<file path="src/design/gsi_pkg.sv">
// Shared constants and types for the global interrupt, status and pin block.
package gsi_pkg;

  // ----------------------------------------------------------------
  // Bus shape
  // ----------------------------------------------------------------
  localparam int ADDR_W = 12;
  localparam int DATA_W = 16;
  localparam int NUM_PORTS = 4;
  localparam int NUM_PLLS = 3;
  localparam int NUM_PINS = 8;
  localparam int NUM_SEL_PINS = 3;
  localparam int SEL_W = 2;
  localparam int LAT_W = 5;

  // ----------------------------------------------------------------
  // Register offsets
  // ----------------------------------------------------------------
  localparam logic [ADDR_W-1:0] OFS_CTRL1 = 12'h002;
  localparam logic [ADDR_W-1:0] OFS_CTRL2 = 12'h004;
  localparam logic [ADDR_W-1:0] OFS_PIN_FUNC = 12'h00a;
  localparam logic [ADDR_W-1:0] OFS_IRQ_SUM = 12'h010;
  localparam logic [ADDR_W-1:0] OFS_IRQ_SUM_EN = 12'h012;
  localparam logic [ADDR_W-1:0] OFS_LIVE = 12'h014;
  localparam logic [ADDR_W-1:0] OFS_LATCHED = 12'h016;
  localparam logic [ADDR_W-1:0] OFS_LATCHED_EN = 12'h018;
  localparam logic [ADDR_W-1:0] OFS_PIN_LEVEL = 12'h01c;

  // ----------------------------------------------------------------
  // Field positions
  // ----------------------------------------------------------------
  localparam int CTRL1_IDLE_DRIVE = 14;
  localparam int CTRL1_UPDATE_REQ = 3;
  localparam int CTRL1_CLEAR_ON_READ = 2;
  localparam int CTRL2_REF8K_OUT_SEL = 9;
  localparam int CTRL2_REF8K_IN_SEL = 8;
  localparam int SUM_PORT_LSB = 4;
  localparam int SUM_GLOBAL = 0;
  localparam int LIVE_LOCK_LOST = 1;
  localparam int LIVE_UPDATE_DONE = 0;
  localparam int LAT_REF8K = 4;
  localparam int LAT_ADAPTER_REF = 3;
  localparam int LAT_ONE_SECOND = 2;
  localparam int LAT_LOCK_LOST = 1;
  localparam int LAT_UPDATE_DONE = 0;
  localparam int LAT_EN_W = 3;
  localparam int REF8K_PIN = 3;

  // ----------------------------------------------------------------
  // Pin function codes and reset values
  // ----------------------------------------------------------------
  localparam logic [SEL_W-1:0] PIN_SEL_INPUT = 2'h0;
  localparam logic [SEL_W-1:0] PIN_SEL_STATUS = 2'h1;
  localparam logic [SEL_W-1:0] PIN_SEL_LOW = 2'h2;
  localparam logic [SEL_W-1:0] PIN_SEL_HIGH = 2'h3;
  localparam logic [DATA_W-1:0] REG_RESET = 16'h0000;

  // ----------------------------------------------------------------
  // Timing
  // ----------------------------------------------------------------
  localparam longint CLK_PERIOD_PS = 25000;
  localparam longint ONE_SECOND_MS = 1000;
  localparam int ONE_SECOND_CYCLES = int'((ONE_SECOND_MS * 1000000000) / CLK_PERIOD_PS);
  localparam int TICK_W = 26;

  // ----------------------------------------------------------------
  // Carriers
  // ----------------------------------------------------------------
  typedef struct packed {
    logic wr;
    logic rd;
    logic [ADDR_W-1:0] addr;
    logic [DATA_W-1:0] wdata;
  } gsi_bus_req_t;

  typedef struct packed {
    logic [NUM_SEL_PINS-1:0] out;
    logic [NUM_SEL_PINS-1:0] oe;
  } gsi_pin_drive_t;

endpackage

</file>
<file path="src/design/gsi_top.sv">
// Global interrupt aggregation, global status, latched status and pin function logic.
`timescale 1ns/10ps

// Functional notes
// - Pin 3 select: 00 input, 01 port 2 A status, 10 low, 11 high.
// - Pin 2 select: 00 input, 01 port 1 B, 10 low, 11 high; if 8k output off.
// - Pin 1 select: 00 input, 01 port 1 A status, 10 low, 11 high.
// - Port summary bits 7..4 set while any bit of that port's status is set.
// - Interrupt asserts low when a port summary bit and its enable are both set.
// - Global summary bit 0 set when any latched bit is set and enabled.
// - Interrupt asserts low when global summary and its enable are both set.
// - Live bit 1 reads one while any adapter PLL is unlocked.
// - Live bit 0 is AND of globally updated ports' done flags, gated by request.
// - Latched bit 4 sets on pin 4 reference activity, only with input select set.
// - Latched bit 3 sets on activity of the adapter reference clock pin.
// - Latched bit 2 sets once per second and feeds the global summary if enabled.
// - Latched bit 1 sets on rising lock loss; feeds the global summary if enabled.
// - Latched bit 0 sets on rising update done; feeds the global summary if enabled.
// - Latched enables: bit 2 one second, bit 1 lock loss, bit 0 update done.
// - Pin readback bits 7..0 return the level of all eight pins.
// - Latched bits clear by write when clear-on-read is 0, by read when 1.
// - Idle interrupt pin floats when idle drive is 0, drives high when 1.
module gsi_top
  import gsi_pkg::*;
#(
  parameter int ONE_SEC_CYCLES = ONE_SECOND_CYCLES
)
(
  // Clock, reset and freeze
  input wire logic clk_sys,
  input wire logic rst_b,
  input wire logic ce,
  // Register port
  input wire gsi_bus_req_t bus_req,
  output logic [DATA_W-1:0] rdata,
  // Per-port summaries and update handshake
  input wire logic [NUM_PORTS-1:0] port_irq_summary,
  input wire logic [NUM_PORTS-1:0] port_update_done,
  input wire logic [NUM_PORTS-1:0] port_update_source_mode,
  // Port status sources for the pins
  input wire logic port1_status_a,
  input wire logic port1_status_b,
  input wire logic port2_status_a,
  input wire logic ref8k_out,
  // Clock rate adapter
  input wire logic [NUM_PLLS-1:0] adapter_pll_locked,
  input wire logic adapter_reference_clock_pin,
  // General-purpose pins
  input wire logic [NUM_PINS-1:0] gpio_in,
  output gsi_pin_drive_t gpio_drive,
  // Interrupt pin, active low
  output logic irq_n_out,
  output logic irq_n_oe
);

  // ----------------------------------------------------------------
  // Storage
  // ----------------------------------------------------------------
  logic irq_idle_drive_r;
  logic update_request_r;
  logic clear_on_read_r;
  logic ref8k_output_select_r;
  logic ref8k_input_select_r;
  logic [NUM_SEL_PINS*SEL_W-1:0] pin_func_r;
  logic [NUM_PORTS-1:0] port_irq_enable_r;
  logic global_latched_summary_enable_r;
  logic [LAT_EN_W-1:0] latched_enable_r;
  logic [LAT_W-1:0] latched_r;
  logic [LAT_W-1:0] latched_nxt;
  logic ref8k_prev_r;
  logic adapter_ref_prev_r;
  logic lock_lost_prev_r;
  logic update_done_prev_r;
  logic [TICK_W-1:0] tick_cnt_r;
  logic [TICK_W-1:0] tick_cnt_nxt;
  logic [NUM_PINS-1:0] pin_level_r;
  logic [DATA_W-1:0] rdata_r;
  logic [DATA_W-1:0] rdata_nxt;
  logic irq_out_r;
  logic irq_oe_r;
  gsi_pin_drive_t pin_drive_r;
  gsi_pin_drive_t pin_drive_nxt;

  // ----------------------------------------------------------------
  // Address decode
  // ----------------------------------------------------------------
  wire logic wr_ctrl1 = bus_req.wr && (bus_req.addr == OFS_CTRL1);
  wire logic wr_ctrl2 = bus_req.wr && (bus_req.addr == OFS_CTRL2);
  wire logic wr_pin_func = bus_req.wr && (bus_req.addr == OFS_PIN_FUNC);
  wire logic wr_sum_en = bus_req.wr && (bus_req.addr == OFS_IRQ_SUM_EN);
  wire logic wr_lat_en = bus_req.wr && (bus_req.addr == OFS_LATCHED_EN);
  wire logic wr_latched = bus_req.wr && (bus_req.addr == OFS_LATCHED);
  wire logic rd_latched = bus_req.rd && (bus_req.addr == OFS_LATCHED);

  // ----------------------------------------------------------------
  // Live status
  // ----------------------------------------------------------------
  wire logic lock_lost = ~(&adapter_pll_locked);
  // Ports in local update mode count as done, so only global ports gate the AND.
  wire logic [NUM_PORTS-1:0] done_or_local = port_update_done | ~port_update_source_mode;
  wire logic update_done = update_request_r && (&done_or_local);

  // ----------------------------------------------------------------
  // Latched status events
  // ----------------------------------------------------------------
  wire logic tick_wrap = (tick_cnt_r == TICK_W'(ONE_SEC_CYCLES - 1));
  assign tick_cnt_nxt = tick_wrap ? '0 : tick_cnt_r + TICK_W'(1);

  wire logic ev_ref8k = ref8k_input_select_r && (gpio_in[REF8K_PIN] != ref8k_prev_r);
  wire logic ev_adapter = adapter_reference_clock_pin != adapter_ref_prev_r;
  wire logic ev_lock_lost = lock_lost && !lock_lost_prev_r;
  wire logic ev_update_done = update_done && !update_done_prev_r;

  wire logic [LAT_W-1:0] lat_events = {ev_ref8k, ev_adapter, tick_wrap, ev_lock_lost,
                                       ev_update_done};

  // Read-clear drops only the bits the read returned; write-clear is write one to clear.
  wire logic [LAT_W-1:0] clr_by_read = (rd_latched && clear_on_read_r) ? latched_r : '0;
  wire logic [LAT_W-1:0] clr_by_write = (wr_latched && !clear_on_read_r) ?
                                        bus_req.wdata[LAT_W-1:0] : '0;
  wire logic [LAT_W-1:0] lat_clear = clr_by_read | clr_by_write;
  assign latched_nxt = (latched_r & ~lat_clear) | lat_events;

  // ----------------------------------------------------------------
  // Interrupt summary
  // ----------------------------------------------------------------
  wire logic global_latched_summary = |(latched_r[LAT_EN_W-1:0] & latched_enable_r);
  wire logic [DATA_W-1:0] irq_sum_word = {8'h00, port_irq_summary, 3'h0,
                                          global_latched_summary};
  wire logic port_irq = |(port_irq_summary & port_irq_enable_r);
  wire logic global_irq = global_latched_summary && global_latched_summary_enable_r;
  wire logic irq_active = port_irq || global_irq;

  // ----------------------------------------------------------------
  // Pin function selection
  // ----------------------------------------------------------------
  wire logic [NUM_SEL_PINS-1:0] pin_status = {port2_status_a, port1_status_b,
                                              port1_status_a};

  always_comb
  begin
    pin_drive_nxt = '0;
    for (int i = 0; i < NUM_SEL_PINS; i++)
    begin
      case (pin_func_r[i*SEL_W +: SEL_W])
        PIN_SEL_STATUS:
        begin
          pin_drive_nxt.out[i] = pin_status[i];
          pin_drive_nxt.oe[i] = 1'b1;
        end
        PIN_SEL_LOW:
        begin
          pin_drive_nxt.out[i] = 1'b0;
          pin_drive_nxt.oe[i] = 1'b1;
        end
        PIN_SEL_HIGH:
        begin
          pin_drive_nxt.out[i] = 1'b1;
          pin_drive_nxt.oe[i] = 1'b1;
        end
        default:
        begin
          pin_drive_nxt.out[i] = 1'b0;
          pin_drive_nxt.oe[i] = 1'b0;
        end
      endcase
    end
    // The reference output takes pin 2 over whatever its select says.
    if (ref8k_output_select_r)
    begin
      pin_drive_nxt.out[1] = ref8k_out;
      pin_drive_nxt.oe[1] = 1'b1;
    end
  end

  // ----------------------------------------------------------------
  // Read mux
  // ----------------------------------------------------------------
  always_comb
  begin
    rdata_nxt = '0;
    if (bus_req.rd)
    begin
      case (bus_req.addr)
        OFS_CTRL1:
        begin
          rdata_nxt[CTRL1_IDLE_DRIVE] = irq_idle_drive_r;
          rdata_nxt[CTRL1_UPDATE_REQ] = update_request_r;
          rdata_nxt[CTRL1_CLEAR_ON_READ] = clear_on_read_r;
        end
        OFS_CTRL2:
        begin
          rdata_nxt[CTRL2_REF8K_OUT_SEL] = ref8k_output_select_r;
          rdata_nxt[CTRL2_REF8K_IN_SEL] = ref8k_input_select_r;
        end
        OFS_PIN_FUNC: rdata_nxt[NUM_SEL_PINS*SEL_W-1:0] = pin_func_r;
        OFS_IRQ_SUM: rdata_nxt = irq_sum_word;
        OFS_IRQ_SUM_EN:
        begin
          rdata_nxt[SUM_PORT_LSB +: NUM_PORTS] = port_irq_enable_r;
          rdata_nxt[SUM_GLOBAL] = global_latched_summary_enable_r;
        end
        OFS_LIVE:
        begin
          rdata_nxt[LIVE_LOCK_LOST] = lock_lost;
          rdata_nxt[LIVE_UPDATE_DONE] = update_done;
        end
        OFS_LATCHED: rdata_nxt[LAT_W-1:0] = latched_r;
        OFS_LATCHED_EN: rdata_nxt[LAT_EN_W-1:0] = latched_enable_r;
        OFS_PIN_LEVEL: rdata_nxt[NUM_PINS-1:0] = pin_level_r;
        default: rdata_nxt = '0;
      endcase
    end
  end

  // ----------------------------------------------------------------
  // Control registers
  // ----------------------------------------------------------------
  always_ff @(posedge clk_sys or negedge rst_b)
  begin
    if (!rst_b)
    begin
      irq_idle_drive_r <= REG_RESET[CTRL1_IDLE_DRIVE];
      update_request_r <= REG_RESET[CTRL1_UPDATE_REQ];
      clear_on_read_r <= REG_RESET[CTRL1_CLEAR_ON_READ];
      ref8k_output_select_r <= REG_RESET[CTRL2_REF8K_OUT_SEL];
      ref8k_input_select_r <= REG_RESET[CTRL2_REF8K_IN_SEL];
      pin_func_r <= REG_RESET[NUM_SEL_PINS*SEL_W-1:0];
      port_irq_enable_r <= REG_RESET[SUM_PORT_LSB +: NUM_PORTS];
      global_latched_summary_enable_r <= REG_RESET[SUM_GLOBAL];
      latched_enable_r <= REG_RESET[LAT_EN_W-1:0];
    end
    else if (ce)
    begin
      if (wr_ctrl1)
      begin
        irq_idle_drive_r <= bus_req.wdata[CTRL1_IDLE_DRIVE];
        update_request_r <= bus_req.wdata[CTRL1_UPDATE_REQ];
        clear_on_read_r <= bus_req.wdata[CTRL1_CLEAR_ON_READ];
      end
      if (wr_ctrl2)
      begin
        ref8k_output_select_r <= bus_req.wdata[CTRL2_REF8K_OUT_SEL];
        ref8k_input_select_r <= bus_req.wdata[CTRL2_REF8K_IN_SEL];
      end
      if (wr_pin_func)
      begin
        pin_func_r <= bus_req.wdata[NUM_SEL_PINS*SEL_W-1:0];
      end
      if (wr_sum_en)
      begin
        port_irq_enable_r <= bus_req.wdata[SUM_PORT_LSB +: NUM_PORTS];
        global_latched_summary_enable_r <= bus_req.wdata[SUM_GLOBAL];
      end
      if (wr_lat_en)
      begin
        latched_enable_r <= bus_req.wdata[LAT_EN_W-1:0];
      end
    end
  end

  // ----------------------------------------------------------------
  // Status, edge history and tick counter
  // ----------------------------------------------------------------
  always_ff @(posedge clk_sys or negedge rst_b)
  begin
    if (!rst_b)
    begin
      latched_r <= '0;
      ref8k_prev_r <= 1'b0;
      adapter_ref_prev_r <= 1'b0;
      lock_lost_prev_r <= 1'b0;
      update_done_prev_r <= 1'b0;
      tick_cnt_r <= '0;
      pin_level_r <= '0;
    end
    else if (ce)
    begin
      latched_r <= latched_nxt;
      ref8k_prev_r <= gpio_in[REF8K_PIN];
      adapter_ref_prev_r <= adapter_reference_clock_pin;
      lock_lost_prev_r <= lock_lost;
      update_done_prev_r <= update_done;
      tick_cnt_r <= tick_cnt_nxt;
      pin_level_r <= gpio_in;
    end
  end

  // ----------------------------------------------------------------
  // Output flops
  // ----------------------------------------------------------------
  always_ff @(posedge clk_sys or negedge rst_b)
  begin
    if (!rst_b)
    begin
      rdata_r <= '0;
      irq_out_r <= 1'b1;
      irq_oe_r <= 1'b0;
      pin_drive_r <= '0;
    end
    else if (ce)
    begin
      rdata_r <= rdata_nxt;
      irq_out_r <= !irq_active;
      irq_oe_r <= irq_active || irq_idle_drive_r;
      pin_drive_r <= pin_drive_nxt;
    end
  end

  assign rdata = rdata_r;
  assign irq_n_out = irq_out_r;
  assign irq_n_oe = irq_oe_r;
  assign gpio_drive = pin_drive_r;

endmodule

</file>
<file path="config.mk">
export PLATFORM = sky130hd
export DESIGN_NAME = gsi_top
export DESIGN_NICKNAME = d
export VERILOG_FILES = /design/src/design/gsi_pkg.sv /design/src/design/gsi_top.sv
export SDC_FILE = /design/constraint.sdc
export NUM_CORES = 1
export LEC_CHECK = 0
export BUFFER_PORTS_ARGS = -buffer_cell sky130_fd_sc_hd__clkbuf_2
export CORE_MARGIN = 5
export CORE_UTILIZATION = 37
export CTS_CLUSTER_SIZE = 10
export DETAILED_ROUTE_END_ITERATION = 8
export GPL_ROUTABILITY_DRIVEN = 0
export GPL_TIMING_DRIVEN = 0
export PLACE_DENSITY = 0.55
export SLEW_MARGIN = 20
export SYNTH_ARGS = -nofsm -noshare
export SYNTH_HDL_FRONTEND = slang
export SYNTH_SLANG_ARGS = --single-unit
</file>
<file path="constraint.sdc">
create_clock -name clk_sys -period 2.4 [get_ports clk_sys]
set_input_delay 0 -clock clk_sys [delete_from_list [all_inputs] [get_ports clk_sys]]
set_output_delay 0 -clock clk_sys [all_outputs]
set_load 0.1 [all_outputs]
</file>
Yosys cells after proc, flatten, opt, wreduce, memory -nomap -nowiden
Index checks and enable logic that the tools add are counted. W data, S select, Z words.

Bits in registers: 86. Memories: 0. Output and inout bits: 24. Bits in writable memories: 0. Bits in latches: 0. Memory bits (read-only): 0.

Bitwise gates (word level): 9. Multiply operators: 0. Equality and inequality tests: 21. Reduce and logical (&&, ||, !) cells: 32. Shifts and indexed selects: 0. Multiplexer cells: 21. Add/sub/neg operators: 1. Div/mod/pow operators: 0. Order comparisons: 0.

Operator list (number): $eq A12 B5 Y1 const B (6); $add A26 B1 Y26 const B (1); $eq A26 B26 Y1 const B (1); $mux W26 (1); $mux W15 (1); $pmux W1 S5 (3); $logic_and A1 B1 Y1 (14); $eq A12 B2 Y1 const B (1); $eq A12 B3 Y1 const B (1); $eq A12 B4 Y1 const B (1); $eq A2 B2 Y1 const B (6); $reduce_or A3 Y1 (4); $mux W5 (2); $or A5 B5 Y5 (2); $reduce_and A2 Y1 (5); $pmux W1 S4 (2); $pmux W1 S7 (1); $eq A2 B1 Y1 const B (3); $mux W1 (6); $pmux W1 S2 (3); $pmux W2 S3 (1); $and A5 B5 Y5 (1); $not A5 Y5 (1); $and A4 B4 Y4 (1); 11 further kinds (16).

Logic depth before layout (Yosys ltp)
Gate-level depths: netlist (run 1).

Word-level depth: 8. Depth in mapped cells: 7. Mapped depth without buffers: 6.

Least setup slack after synthesis (run 1)
No wires, ideal clock.

Path kind: register to register. Start: register tick_cnt_r[0]. End: register tick_cnt_r[14]. Period minus slack after synthesis: 1.600 ns. Data required time: 2.270 ns. Arrival: 1.470 ns. Setup slack: 0.800 ns. Path buffers: 1. Stages on the path, launching flop included: 7. Path through: dfrtp_1 ha_1 nand2_1 or3_1 clkbuf_1 nor2_2 nor2_1.

Longest elaborated chain between the ends: 2. Elaborated cells on any way between the ends: 3. Classes of those cells: add/sub: 1; eq/ne: 1; mux: 1.

Ends and longest elaborated chain: start: declaration (RTL line gsi_top.sv:74) `logic [TICK_W-1:0] tick_cnt_r;`; start signal: assignment (RTL line gsi_top.sv:284) `tick_cnt_r <= tick_cnt_nxt;`; $add A26 B1 Y26 or $eq A26 B26 Y1 (tied branches) (RTL line gsi_top.sv:107, gsi_top.sv:106); $mux W26 * (RTL line gsi_top.sv:107) `assign tick_cnt_nxt = tick_wrap ? '0 : tick_cnt_r + TICK_W'(1);`.

Every way passes the cells marked *; elsewhere a longest branch is shown, timed or not. A chain may end at the register's enable or synchronous reset.

==> impl_metrics.csv, run 1 <==
group,metric,value,unit
route,totalWireLength,10.9,mm
placed_design,post-dp-hpwl,8.19,mm
logic_synthesis,yosys_warnings,0,
layout,layout-drive-gt1-share,0.273,
clocking,cts_tree,"built",
logic_synthesis,syn-instance-count,388,
global_route,grt_max_degree,51,
global_route,grt_usage,0.170,
route,dr.pass1.iters,6,
global_route,grt_pass1_wl,17.4,mm
timing,post-route-period-util,0.830,
clocking,cts_made_buffers,9,
layout,design_area,5060,um2
clocking,root_buffer,"clkbuf_8",
logic_synthesis,syn_area,4050,um2
clocking,cts.sinks,80,
logic_synthesis,ys_ff_latch,80,
timing,max_freq,0.502,GHz
critical_path,slowest_stage,"dlygate4sd3_1",
logic_synthesis,postSynthAreaPerCell,10.4,um2
min_path,worstHoldPathType,"in2reg",
critical_path,required,2.64,ns
run,cap_violations,0,
clocking,cts_setup_buffers,0,
timing,setup_tns,0,ns
layout,fillers,1038,
timing,rsz0062_at_grt,"no",
logic_synthesis,synthTopCellsByArea,"dfrtp_1 (49%), mux2_2 (8.3%), nand2_1 (3.2%)",
min_path,whs_path_depth,4,
timing,max_slew.worst_pin.slew,0.669,ns
floorplan,fp.dieW,115,um
logic_synthesis,synth_top_family_by_area,"simple AND/OR/NAND/NOR gates",
logic_synthesis,synth-compound-area-share,0.117,
layout,fin_cells,645,
layout,layout_common_cells,"dfrtp_1 (79), clkbuf_2 (70), nand2_1 (35)",
timing,whs,0.0424,ns
logic_synthesis,synth_xor_area_frac,0.0519,
floorplan,num_rows,38,
clocking,cts-resized-gates,0,
critical_path,path_depth,7,
critical_path,crit_buf_inv,5,
clocking,worstSkewPairLatency,0.36,ns
logic_synthesis,ys_async_sr_fraction,1.00,
clocking,clk_pin_slew,0.09,ns
placed_design,numPortBuffers,71,
route,post_drt_wl_per_cell,16.8,um
floorplan,core_region_area,10800,um2
global_route,antenna_found_initial,0,
critical_path,path_cells,"dlygate4sd3_1, clkbuf_2, buf_2, buf_1, clkbuf_1, o21ai_0, o2bb2ai_1",
placed_design,dp_worst_setup_slack,0.459,ns
floorplan,io_pins,85,
layout,layout_commonest_cell,"dfrtp_1",
critical_path,worst_setup_path_end_kind,"flip-flop",
critical_path,worst_r2r_path_depth,6,
clocking,cts_hold_buffers,25,
clocking,htreeDepth,3,
timing,setup_slack,0.408,ns
logic_synthesis,synth_edf_count,0,
layout,fin_util,0.468,
power,pwr_density_cell,561,nW/um2
logic_synthesis,synth_flop_cell,"dfrtp_1",
timing,slew_violations,0,
critical_path,crit_fanout,10,
critical_path,cp-start-kind,"input pin",
global_route,grt_overflow_total,0,
timing,period_needed,1.99,ns
route,vias_per_cell,5.26,
layout,layout.nets,562,
logic_synthesis,synth_area_leader_cell,"dfrtp_1",
logic_synthesis,synth_top_cell_area_share,0.488,
timing,setup_viol,0,
power,vdd_ir_drop_max,0.262,mV
logic_synthesis,yosys.area_share.simple,0.197,
critical_path,cp_top_family,"buffers and inverters",
floorplan,initial_utilization,0.375,
floorplan,die-area,13100,um2
clocking,clock_path_buffers,2,
timing,fin_skew,0.0173,ns
layout,diodes,0,
route,final_antenna_net_count,0,
timing,relSlewSlack,0.548,
placed_design,dp.cells,604,
global_route,grt_pass1_vias,3352,
power,fin_total_pwr,2.84,mW
logic_synthesis,synthAdderAreaFrac,0.00309,
route,drt_iter0_markers,253,
status,status,"finished clean",
critical_path,crit_arrival,2.23,ns
critical_path,max_stage_delay,0.52,ns
logic_synthesis,synth-seq-area-share,0.495,
timing,hold_violations,0,
placed_design,post_dp_cell_area,4630,um2
power,leakage,2.28,nW
route,dr_total_vias,3392,
floorplan,die_y,115,um
logic_synthesis,synth.area.mux_share,0.0982,
layout,syn_to_final_growth,24.8,%
critical_path,critical_path_class,"in2reg",
route,drc,0,
logic_synthesis,yosysUniqueCellTypes,59,
layer usage:
| metal | GRT usage | up-vias | routed length, um | part of all wire |
|---|---|---|---|---|
| li1 | - | 1630 | - | - |
| met1 | 0.217 | 1659 | 4730 | 0.44 |
| met4 | 0.0507 | 0 | 168 | 0.015 |
| met3 | 0.0375 | 16 | 480 | 0.044 |
| met2 | 0.288 | 87 | 5470 | 0.50 |
| met5 | 0 | - | 0 | 0 |
layout make-up:
cell class | count | area (um2) | area share
inverter | 13 | 48.8 | 0.00965
clock inverter | 6 | 42.5 | 0.00841
tap | 140 | 175 | 0.0346
clock buffer | 10 | 138 | 0.0272
sequential | 80 | 2000 | 0.396
multi-input combinational | 279 | 1910 | 0.378
timing repair buffer | 97 | 636 | 0.126
buffer | 20 | 104 | 0.0205
registers in the layout, summed over array words and instances (netlist names):
register / count
irq_idle_drive_r: 1
adapter_ref_prev_r: 1
update_request_r: 1
ref8k_output_select_r: 1
global_latched_summary_enable_r: 1
ref8k_input_select_r: 1
pin_level_r: 8
gpio_drive: 6
lock_lost_prev_r: 1
port_irq_enable_r: 4
pin_func_r: 6
update_done_prev_r: 1
latched_r: 5
clear_on_read_r: 1
latched_enable_r: 3
irq_n_oe: 1
rdata: 11
irq_n_out: 1
tick_cnt_r: 26
cells in the mapped netlist (3+ instances only):
| master | instances |
|---|---|
| nor4_1 | 4 |
| and4_1 | 3 |
| o21ai_0 | 19 |
| nor3_1 | 13 |
| nand3_1 | 13 |
| dfrtp_1 | 79 |
| clkbuf_1 | 10 |
| o2bb2ai_1 | 10 |
| nand2_1 | 35 |
| nor4b_1 | 4 |
| a32o_1 | 3 |
| inv_1 | 11 |
| a21o_1 | 3 |
| nand4_1 | 13 |
| a22o_1 | 3 |
| buf_4 | 5 |
| xnor2_1 | 15 |
| nor2_1 | 28 |
| mux2i_1 | 6 |
| a21oi_1 | 13 |
| and3_1 | 9 |
| mux2_2 | 30 |
| xor2_1 | 9 |
cells by family (layout without fill, tap and decap cells):
logic type / Yosys count / in the layout
xor+xnor: 24 / 24
mux: 36 / 36
flops: 80 / 80
fa+ha+maj: 1 / 1
other cells: 1 / 5
compound gates: 69 / 69
buf+inv: 33 / 146
simple gates: 144 / 144
power breakdown:
part	switching, mW	internal (mW)
sequential	0.0703	1.42
clock	0.513	0.405
combinational	0.270	0.164
total	0.853	1.99
worst reg2reg max path: cells and delay by family (launching register included):
| kind | cells | cell delay (ns) |
|---|---|---|
| flip-flops | 1 | 0.44 |
| AND/OR/NAND/NOR | 4 | 0.97 |
| buffers and inverters | 1 | 0.19 |
| adder cells (fa/ha/maj) | 1 | 0.24 |
final timing paths:
| kind | slack (ns) | end | startpoint |
|---|---|---|---|
| worst max register to register | 0.42 | tick_cnt_r[17] | tick_cnt_r[0] |
| worst min-delay path | 0.04 | irq_n_out | port_irq_summary[3] |
| worst min register to register | 0.48 | irq_n_out | irq_n_out |
| min in group asynchronous | 0.15 | tick_cnt_r[10] | rst_b |
| worst max-delay path | 0.41 | latched_r[2] | ce |
| max in group asynchronous | 1.59 | irq_n_out | rst_b |
No activity file was read; power rests on OpenSTA's default activity.
==> run 2: changes to the inputs <==
--- a/config.mk
+++ b/config.mk
@@ -12,7 +12,7 @@
 export DETAILED_ROUTE_END_ITERATION = 8
 export GPL_ROUTABILITY_DRIVEN = 0
 export GPL_TIMING_DRIVEN = 0
-export PLACE_DENSITY = 0.55
+export PLACE_DENSITY = 0.57
 export SLEW_MARGIN = 20
 export SYNTH_ARGS = -nofsm -noshare
 export SYNTH_HDL_FRONTEND = slang
==> constraint.sdc (replaced) <==
create_clock -name clk_sys -period 1.8 [get_ports clk_sys]
set_input_delay 0 -clock clk_sys [delete_from_list [all_inputs] [get_ports clk_sys]]
set_output_delay 0 -clock clk_sys [all_outputs]
set_load 0.1 [all_outputs]
==> run 2 against run 1 <==
Compared with the run above: clock skew fell by 0.0080 ns; combinational power rose by 44%; non-clock buffer count rose by 5; final cell count rose by 0.78%; setup slack got worse by 0.28 ns; register-to-register slack got worse by 0.29 ns; die area did not move; wire length rose by 0.98%; highest routed layer unchanged; cell area rose by 2.7%; hold slack got worse by 0.017 ns.
==> impl_metrics.csv, run 2 (synthesis gave the netlist of run 1 again) <==
group,metric,value,unit
clocking,worstSkewPairLatency,0.36,ns
layout,layout.nets,567,
floorplan,fp.dieW,115,um
floorplan,io_pins,85,
timing,fin_skew,0.00930,ns
power,pwr_density_cell,798,nW/um2
layout,syn_to_final_growth,28.3,%
floorplan,die-area,13100,um2
timing,max_slew.worst_pin.slew,0.805,ns
timing,period_needed,1.67,ns
timing,max_freq,0.598,GHz
layout,layout_commonest_cell,"dfrtp_1",
layout,multi_input_area,1960,um2
timing,rsz0062_at_grt,"no",
critical_path,required,2.05,ns
layout,regMostFlops,"tick_cnt_r",
route,dr_total_vias,3440,
clocking,clock_path_buffers,2,
floorplan,core_region_area,10800,um2
route,vias_per_cell,5.29,
critical_path,crit_fanout,6,
timing,setup_viol,0,
route,dr.pass1.iters,4,
power,leakage,2.36,nW
floorplan,initial_utilization,0.375,
layout,largest_reg_flops,26,
route,drc,0,
clocking,root_buffer,"clkbuf_8",
critical_path,worst_setup_path_end_kind,"flip-flop",
placed_design,post-dp-hpwl,8.16,mm
layout,diodes,0,
global_route,grt_pass1_wl,18.0,mm
layout,layout_common_cells,"dfrtp_1 (78), clkbuf_2 (70), nand2_1 (35)",
clocking,cts_tree,"built",
floorplan,die_y,115,um
layout,layout-drive-gt1-share,0.294,
critical_path,cp-start-kind,"flip-flop",
min_path,worstHoldPathType,"in2reg",
timing,slew_violations,0,
timing,post-route-period-util,0.929,
placed_design,numPortBuffers,71,
route,drt_iter0_markers,199,
layout,seqCellArea,2000,um2
route,post_drt_wl_per_cell,16.9,um
timing,relSlewSlack,0.456,
power,vdd_ir_drop_max,0.472,mV
layout,fin_util,0.481,
clocking,clk_pin_slew,0.09,ns
clocking,cts_made_buffers,9,
critical_path,crit_arrival,1.92,ns
floorplan,num_rows,38,
global_route,grt_overflow_total,0,
timing,setup_slack,0.127,ns
global_route,grt_pass1_vias,3515,
layout,fillers,1018,
timing,hold_violations,0,
run,cap_violations,0,
route,final_antenna_net_count,0,
critical_path,critical_path_class,"reg2reg",
global_route,grt_max_degree,49,
clocking,cts.sinks,80,
route,totalWireLength,11.0,mm
global_route,antenna_found_initial,0,
clocking,htreeDepth,3,
global_route,grt_usage,0.174,
status,status,"finished clean",
placed_design,dp_worst_setup_slack,-0.150,ns
-- run 2: cell count changes in the layout (fill, tap and decap cells not counted), moves of 2 or more --
cell | before | now
clkinvlp_4 | 2 | 0
buf_4 | 5 | 12
bufinv_16 | 0 | 2
nor4_2 | 2 | 0
nor4_4 | 2 | 4
-- run 2: timing repair --
item / 4_1_cts / 5_1_grt
endpoints found under the setup margin: 11 / 15
hold endpoints to repair: 63 / 0
gates resized for setup: 4 / 5
hold buffers: 24 / 0
pin swaps: 1 / 2
setup buffers: 2 / 5
-- run 2: worst paths after layout --
kind	slack, ns	from	endpoint	depth (start not counted)
worst min register to register	0.48	irq_n_out	irq_n_out	2
min in group asynchronous	0.18	rst_b	tick_cnt_r[9]	2
worst max register to register	0.13	tick_cnt_r[9]	tick_cnt_r[17]	6
worst min-delay path	0.03	port_irq_summary[3]	irq_n_out	4
max in group asynchronous	0.96	rst_b	irq_n_out	3
worst max-delay path	0.13	tick_cnt_r[9]	tick_cnt_r[17]	6
-- run 2: layer usage --
layer	up-vias	GRT usage	wire length, um
li1	1639	-	-
met4	0	0.0578	159
met3	15	0.0375	558
met2	89	0.291	5550
met1	1697	0.222	4690
met5	-	0	0
-- run 2: layout make-up --
cell class	instances	share of cell area
flip-flops and latches	80	0.386
inverters	13	0.00939
clock buffers	10	0.0265
multi-input cells	279	0.377
well taps	140	0.0337
plain buffers	19	0.0193
repair buffers	103	0.131
clock inverters	6	0.0176
-- run 2: per-stage QoR --
| stage | hold WS, ns | setup TNS [ns] | cells | instance area (um2) | power, mW |
|---|---|---|---|---|---|
| finish | 0.0257 | 0 | 650 | 5190 | 4.14 |
| CTS | 0.00905 | 0 | 646 | 5130 | 4.16 |
| global route | 0.0347 | 0 | 650 | 5190 | 4.31 |
| floorplan | -0.296 | 0 | 392 | 4070 | 2.35 |
| global placement | 0.233 | -10.64 | 603 | 4600 | 2.53 |
| detailed placement | 0.0231 | -1.39 | 604 | 4630 | 2.55 |
-- run 2: worst max-delay path: stages (launching register included) --
cell and delay (ns):
dfrtp_1 0.46, nand4_1 0.23, nor4_4 0.43, buf_4 0.18
nand3_1 0.08, xor2_1 0.14, nor2_1 0.05
-- run 2: power by group --
group          total [mW]  internal [mW]  switching, mW
Combinational       0.623          0.240          0.383
Clock                1.53          0.827          0.707
Sequential           1.99           1.89         0.0969
Total                4.14           2.96           1.19
==> run 3: changes to the inputs <==
--- a/config.mk
+++ b/config.mk
@@ -5,13 +5,14 @@
 export SDC_FILE = /design/constraint.sdc
 export NUM_CORES = 1
 export LEC_CHECK = 0
+export ABC_CLOCK_PERIOD_IN_PS = 1800
 export BUFFER_PORTS_ARGS = -buffer_cell sky130_fd_sc_hd__clkbuf_2
 export CORE_MARGIN = 5
 export CORE_UTILIZATION = 37
 export CTS_CLUSTER_SIZE = 10
 export DETAILED_ROUTE_END_ITERATION = 8
 export GPL_ROUTABILITY_DRIVEN = 0
-export GPL_TIMING_DRIVEN = 0
+export GPL_TIMING_DRIVEN = 1
 export PLACE_DENSITY = 0.57
 export SLEW_MARGIN = 20
 export SYNTH_ARGS = -nofsm -noshare
==> run 3 against run 2 <==
Compared with the run above: die area unchanged; non-clock buffer count decreased by 2; critical endpoint is now rdata[0]; via count decreased by 1.6%; flip-flop and latch count unchanged; combinational power decreased by 6.1%; sequential share of layout area increased by 0.42 points; clock power decreased by 12%; fmax increased by 1.8%; critical path depth decreased by 2; global-route usage decreased by 0.48 points; clock skew increased by 0.00095 ns; cell area decreased by 1.1%.
==> impl_metrics.csv, run 3 (synthesis gave the netlist of run 1 again) <==
group,metric,value,unit
status,status,"finished clean",
timing,max_slew.worst_pin.slew,0.614,ns
global_route,grt_max_degree,39,
global_route,grt_pass1_vias,3504,
timing,period_needed,1.64,ns
min_path,whs_path_depth,4,
clocking,root_buffer,"clkbuf_8",
layout,layout-drive-gt1-share,0.309,
min_path,min_to,"irq_n_out",
clocking,cts.sinks,80,
route,post_drt_wl_per_cell,16.3,um
critical_path,required,2.03,ns
critical_path,critical_path_class,"reg2reg",
clocking,clk_pin_slew,0.08,ns
power,comb_power_share,0.150,
floorplan,num_rows,38,
clocking,cts_setup_buffers,0,
critical_path,worst_setup_path_end_kind,"flip-flop",
critical_path,crit_arrival,1.87,ns
power,sequentialPowerShare,0.505,
timing,setup_viol,0,
route,vias_per_cell,5.23,
critical_path,reg2reg_slack,0.16,ns
critical_path,crit_fanout,2,
critical_path,cp-start-kind,"flip-flop",
clocking,cts_made_buffers,9,
timing,whs,0.0353,ns
floorplan,die_y,115,um
min_path,hp-start,"port_irq_summary[3]",
route,final_antenna_net_count,0,
power,p_int,2.79,mW
floorplan,die-area,13100,um2
layout,largest_reg_flops,26,
global_route,antenna_found_initial,0,
timing,hold_violations,0,
layout,fin_util,0.476,
timing,slew_violations,0,
layout,fillers,1005,
power,pwr_density_cell,761,nW/um2
timing,relSlewSlack,0.585,
placed_design,post-dp-hpwl,7.91,mm
timing,setup_tns,0,ns
route,dr.pass1.iters,5,
timing,rsz0062_at_grt,"no",
layout,diodes,0,
timing,post-route-period-util,0.913,
timing,max_freq,0.609,GHz
min_path,worstHoldPathType,"in2reg",
clocking,htreeDepth,3,
floorplan,initial_utilization,0.375,
run,cap_violations,0,
power,p_sw_frac,0.286,
layout,syn_to_final_growth,26.8,%
clocking,cts_tree,"built",
clocking,worstSkewPairLatency,0.35,ns
route,drt_iter0_markers,181,
layout,layout.nets,565,
critical_path,r2r_end,"rdata[0]",
global_route,grt_overflow_total,0,
timing,fin_skew,0.0102,ns
layout,layout_common_cells,"dfrtp_1 (79), clkbuf_2 (73), nand2_1 (35)",
power,p_clk_frac,0.345,
floorplan,core_region_area,10800,um2
critical_path,worst_r2r_path_depth,4,
layout,regMostFlops,"tick_cnt_r",
global_route,grt_usage,0.169,
placed_design,numPortBuffers,74,
power,vdd_ir_drop_max,0.425,mV
route,drc,0,
power,leakage,2.35,nW
floorplan,io_pins,85,
clocking,clock_path_buffers,2,
layout,layout_commonest_cell,"dfrtp_1",
route,dr_total_vias,3386,
power,net-switching-power,1.12,mW
critical_path,reg2reg_from,"latched_r[2]",
floorplan,fp.dieW,115,um
route,totalWireLength,10.5,mm
critical_path,setup.worst_path.start,"latched_r[2]",
global_route,grt_pass1_wl,17.6,mm
==> run 3: cell count changes in the layout (fill, tap and decap cells not counted), sizes merged <==
cell,change
buf,+5
clkinvlp,+1
clkbuf,-6
inv,-1
bufinv,-1
==> run 3: how the worst max path moves through the flow <==
stage,end,depth (start not counted),slack (ns)
after global placement,port_irq_enable_r[3],5,0.14
after detailed placement,tick_cnt_r[1],4,0.12
after floorplan,tick_cnt_r[14],6,0.20
final,rdata[0],4,0.16
after CTS,tick_cnt_r[1],4,0.09
after global routing,tick_cnt_r[1],5,0.004
==> run 3: stage by stage <==
stage	setup WS [ns]	power [mW]	cell area [um2]	instances
2_1_floorplan	0.200	2.35	4070	392
3_3_place_gp	0.141	2.54	4670	608
3_5_place_dp	0.119	2.56	4670	608
4_1_cts	0.0915	3.95	5110	648
5_1_grt	0.00376	4.08	5140	648
6_report	0.157	3.91	5140	648
==> run 3: layer usage <==
layer,track usage,routed length [um]
met5,0,0
met3,0.0433,500
met1,0.213,4550
met4,0.0364,159
met2,0.291,5340
==> run 3: layout make-up <==
type,instances,area (um2),share of cell area
sequential,80,2000,0.390
multi-input combinational,279,1930,0.376
timing repair buffer,120,778,0.152
tap,140,175,0.0341
clock buffer,11,141,0.0275
clock inverter,5,56.3,0.0110
inverter,13,48.8,0.00950
==> run 3: repair_timing <==
action,in CTS,in global routing
hold buffers,24,0
gates resized for setup,0,4
setup endpoints to repair,0,3
endpoints found under the hold margin,66,0
==> run 3: worst max-delay path, cell delays in order (launching register included) <==
cell and delay, ns:
dfrtp_1 0.39, a222oi_1 0.50, o21ai_0 0.14, a221oi_1 0.34, o21ai_0 0.14
==> run 3: power groups by stage <==
stage	clock [mW]	combinational [mW]	sequential [mW]
global route	1.45	0.642	1.99
CTS	1.39	0.589	1.98
finish	1.35	0.585	1.98
floorplan	0	0.285	2.06
global placement	0	0.537	2.01
detailed placement	0	0.547	2.01
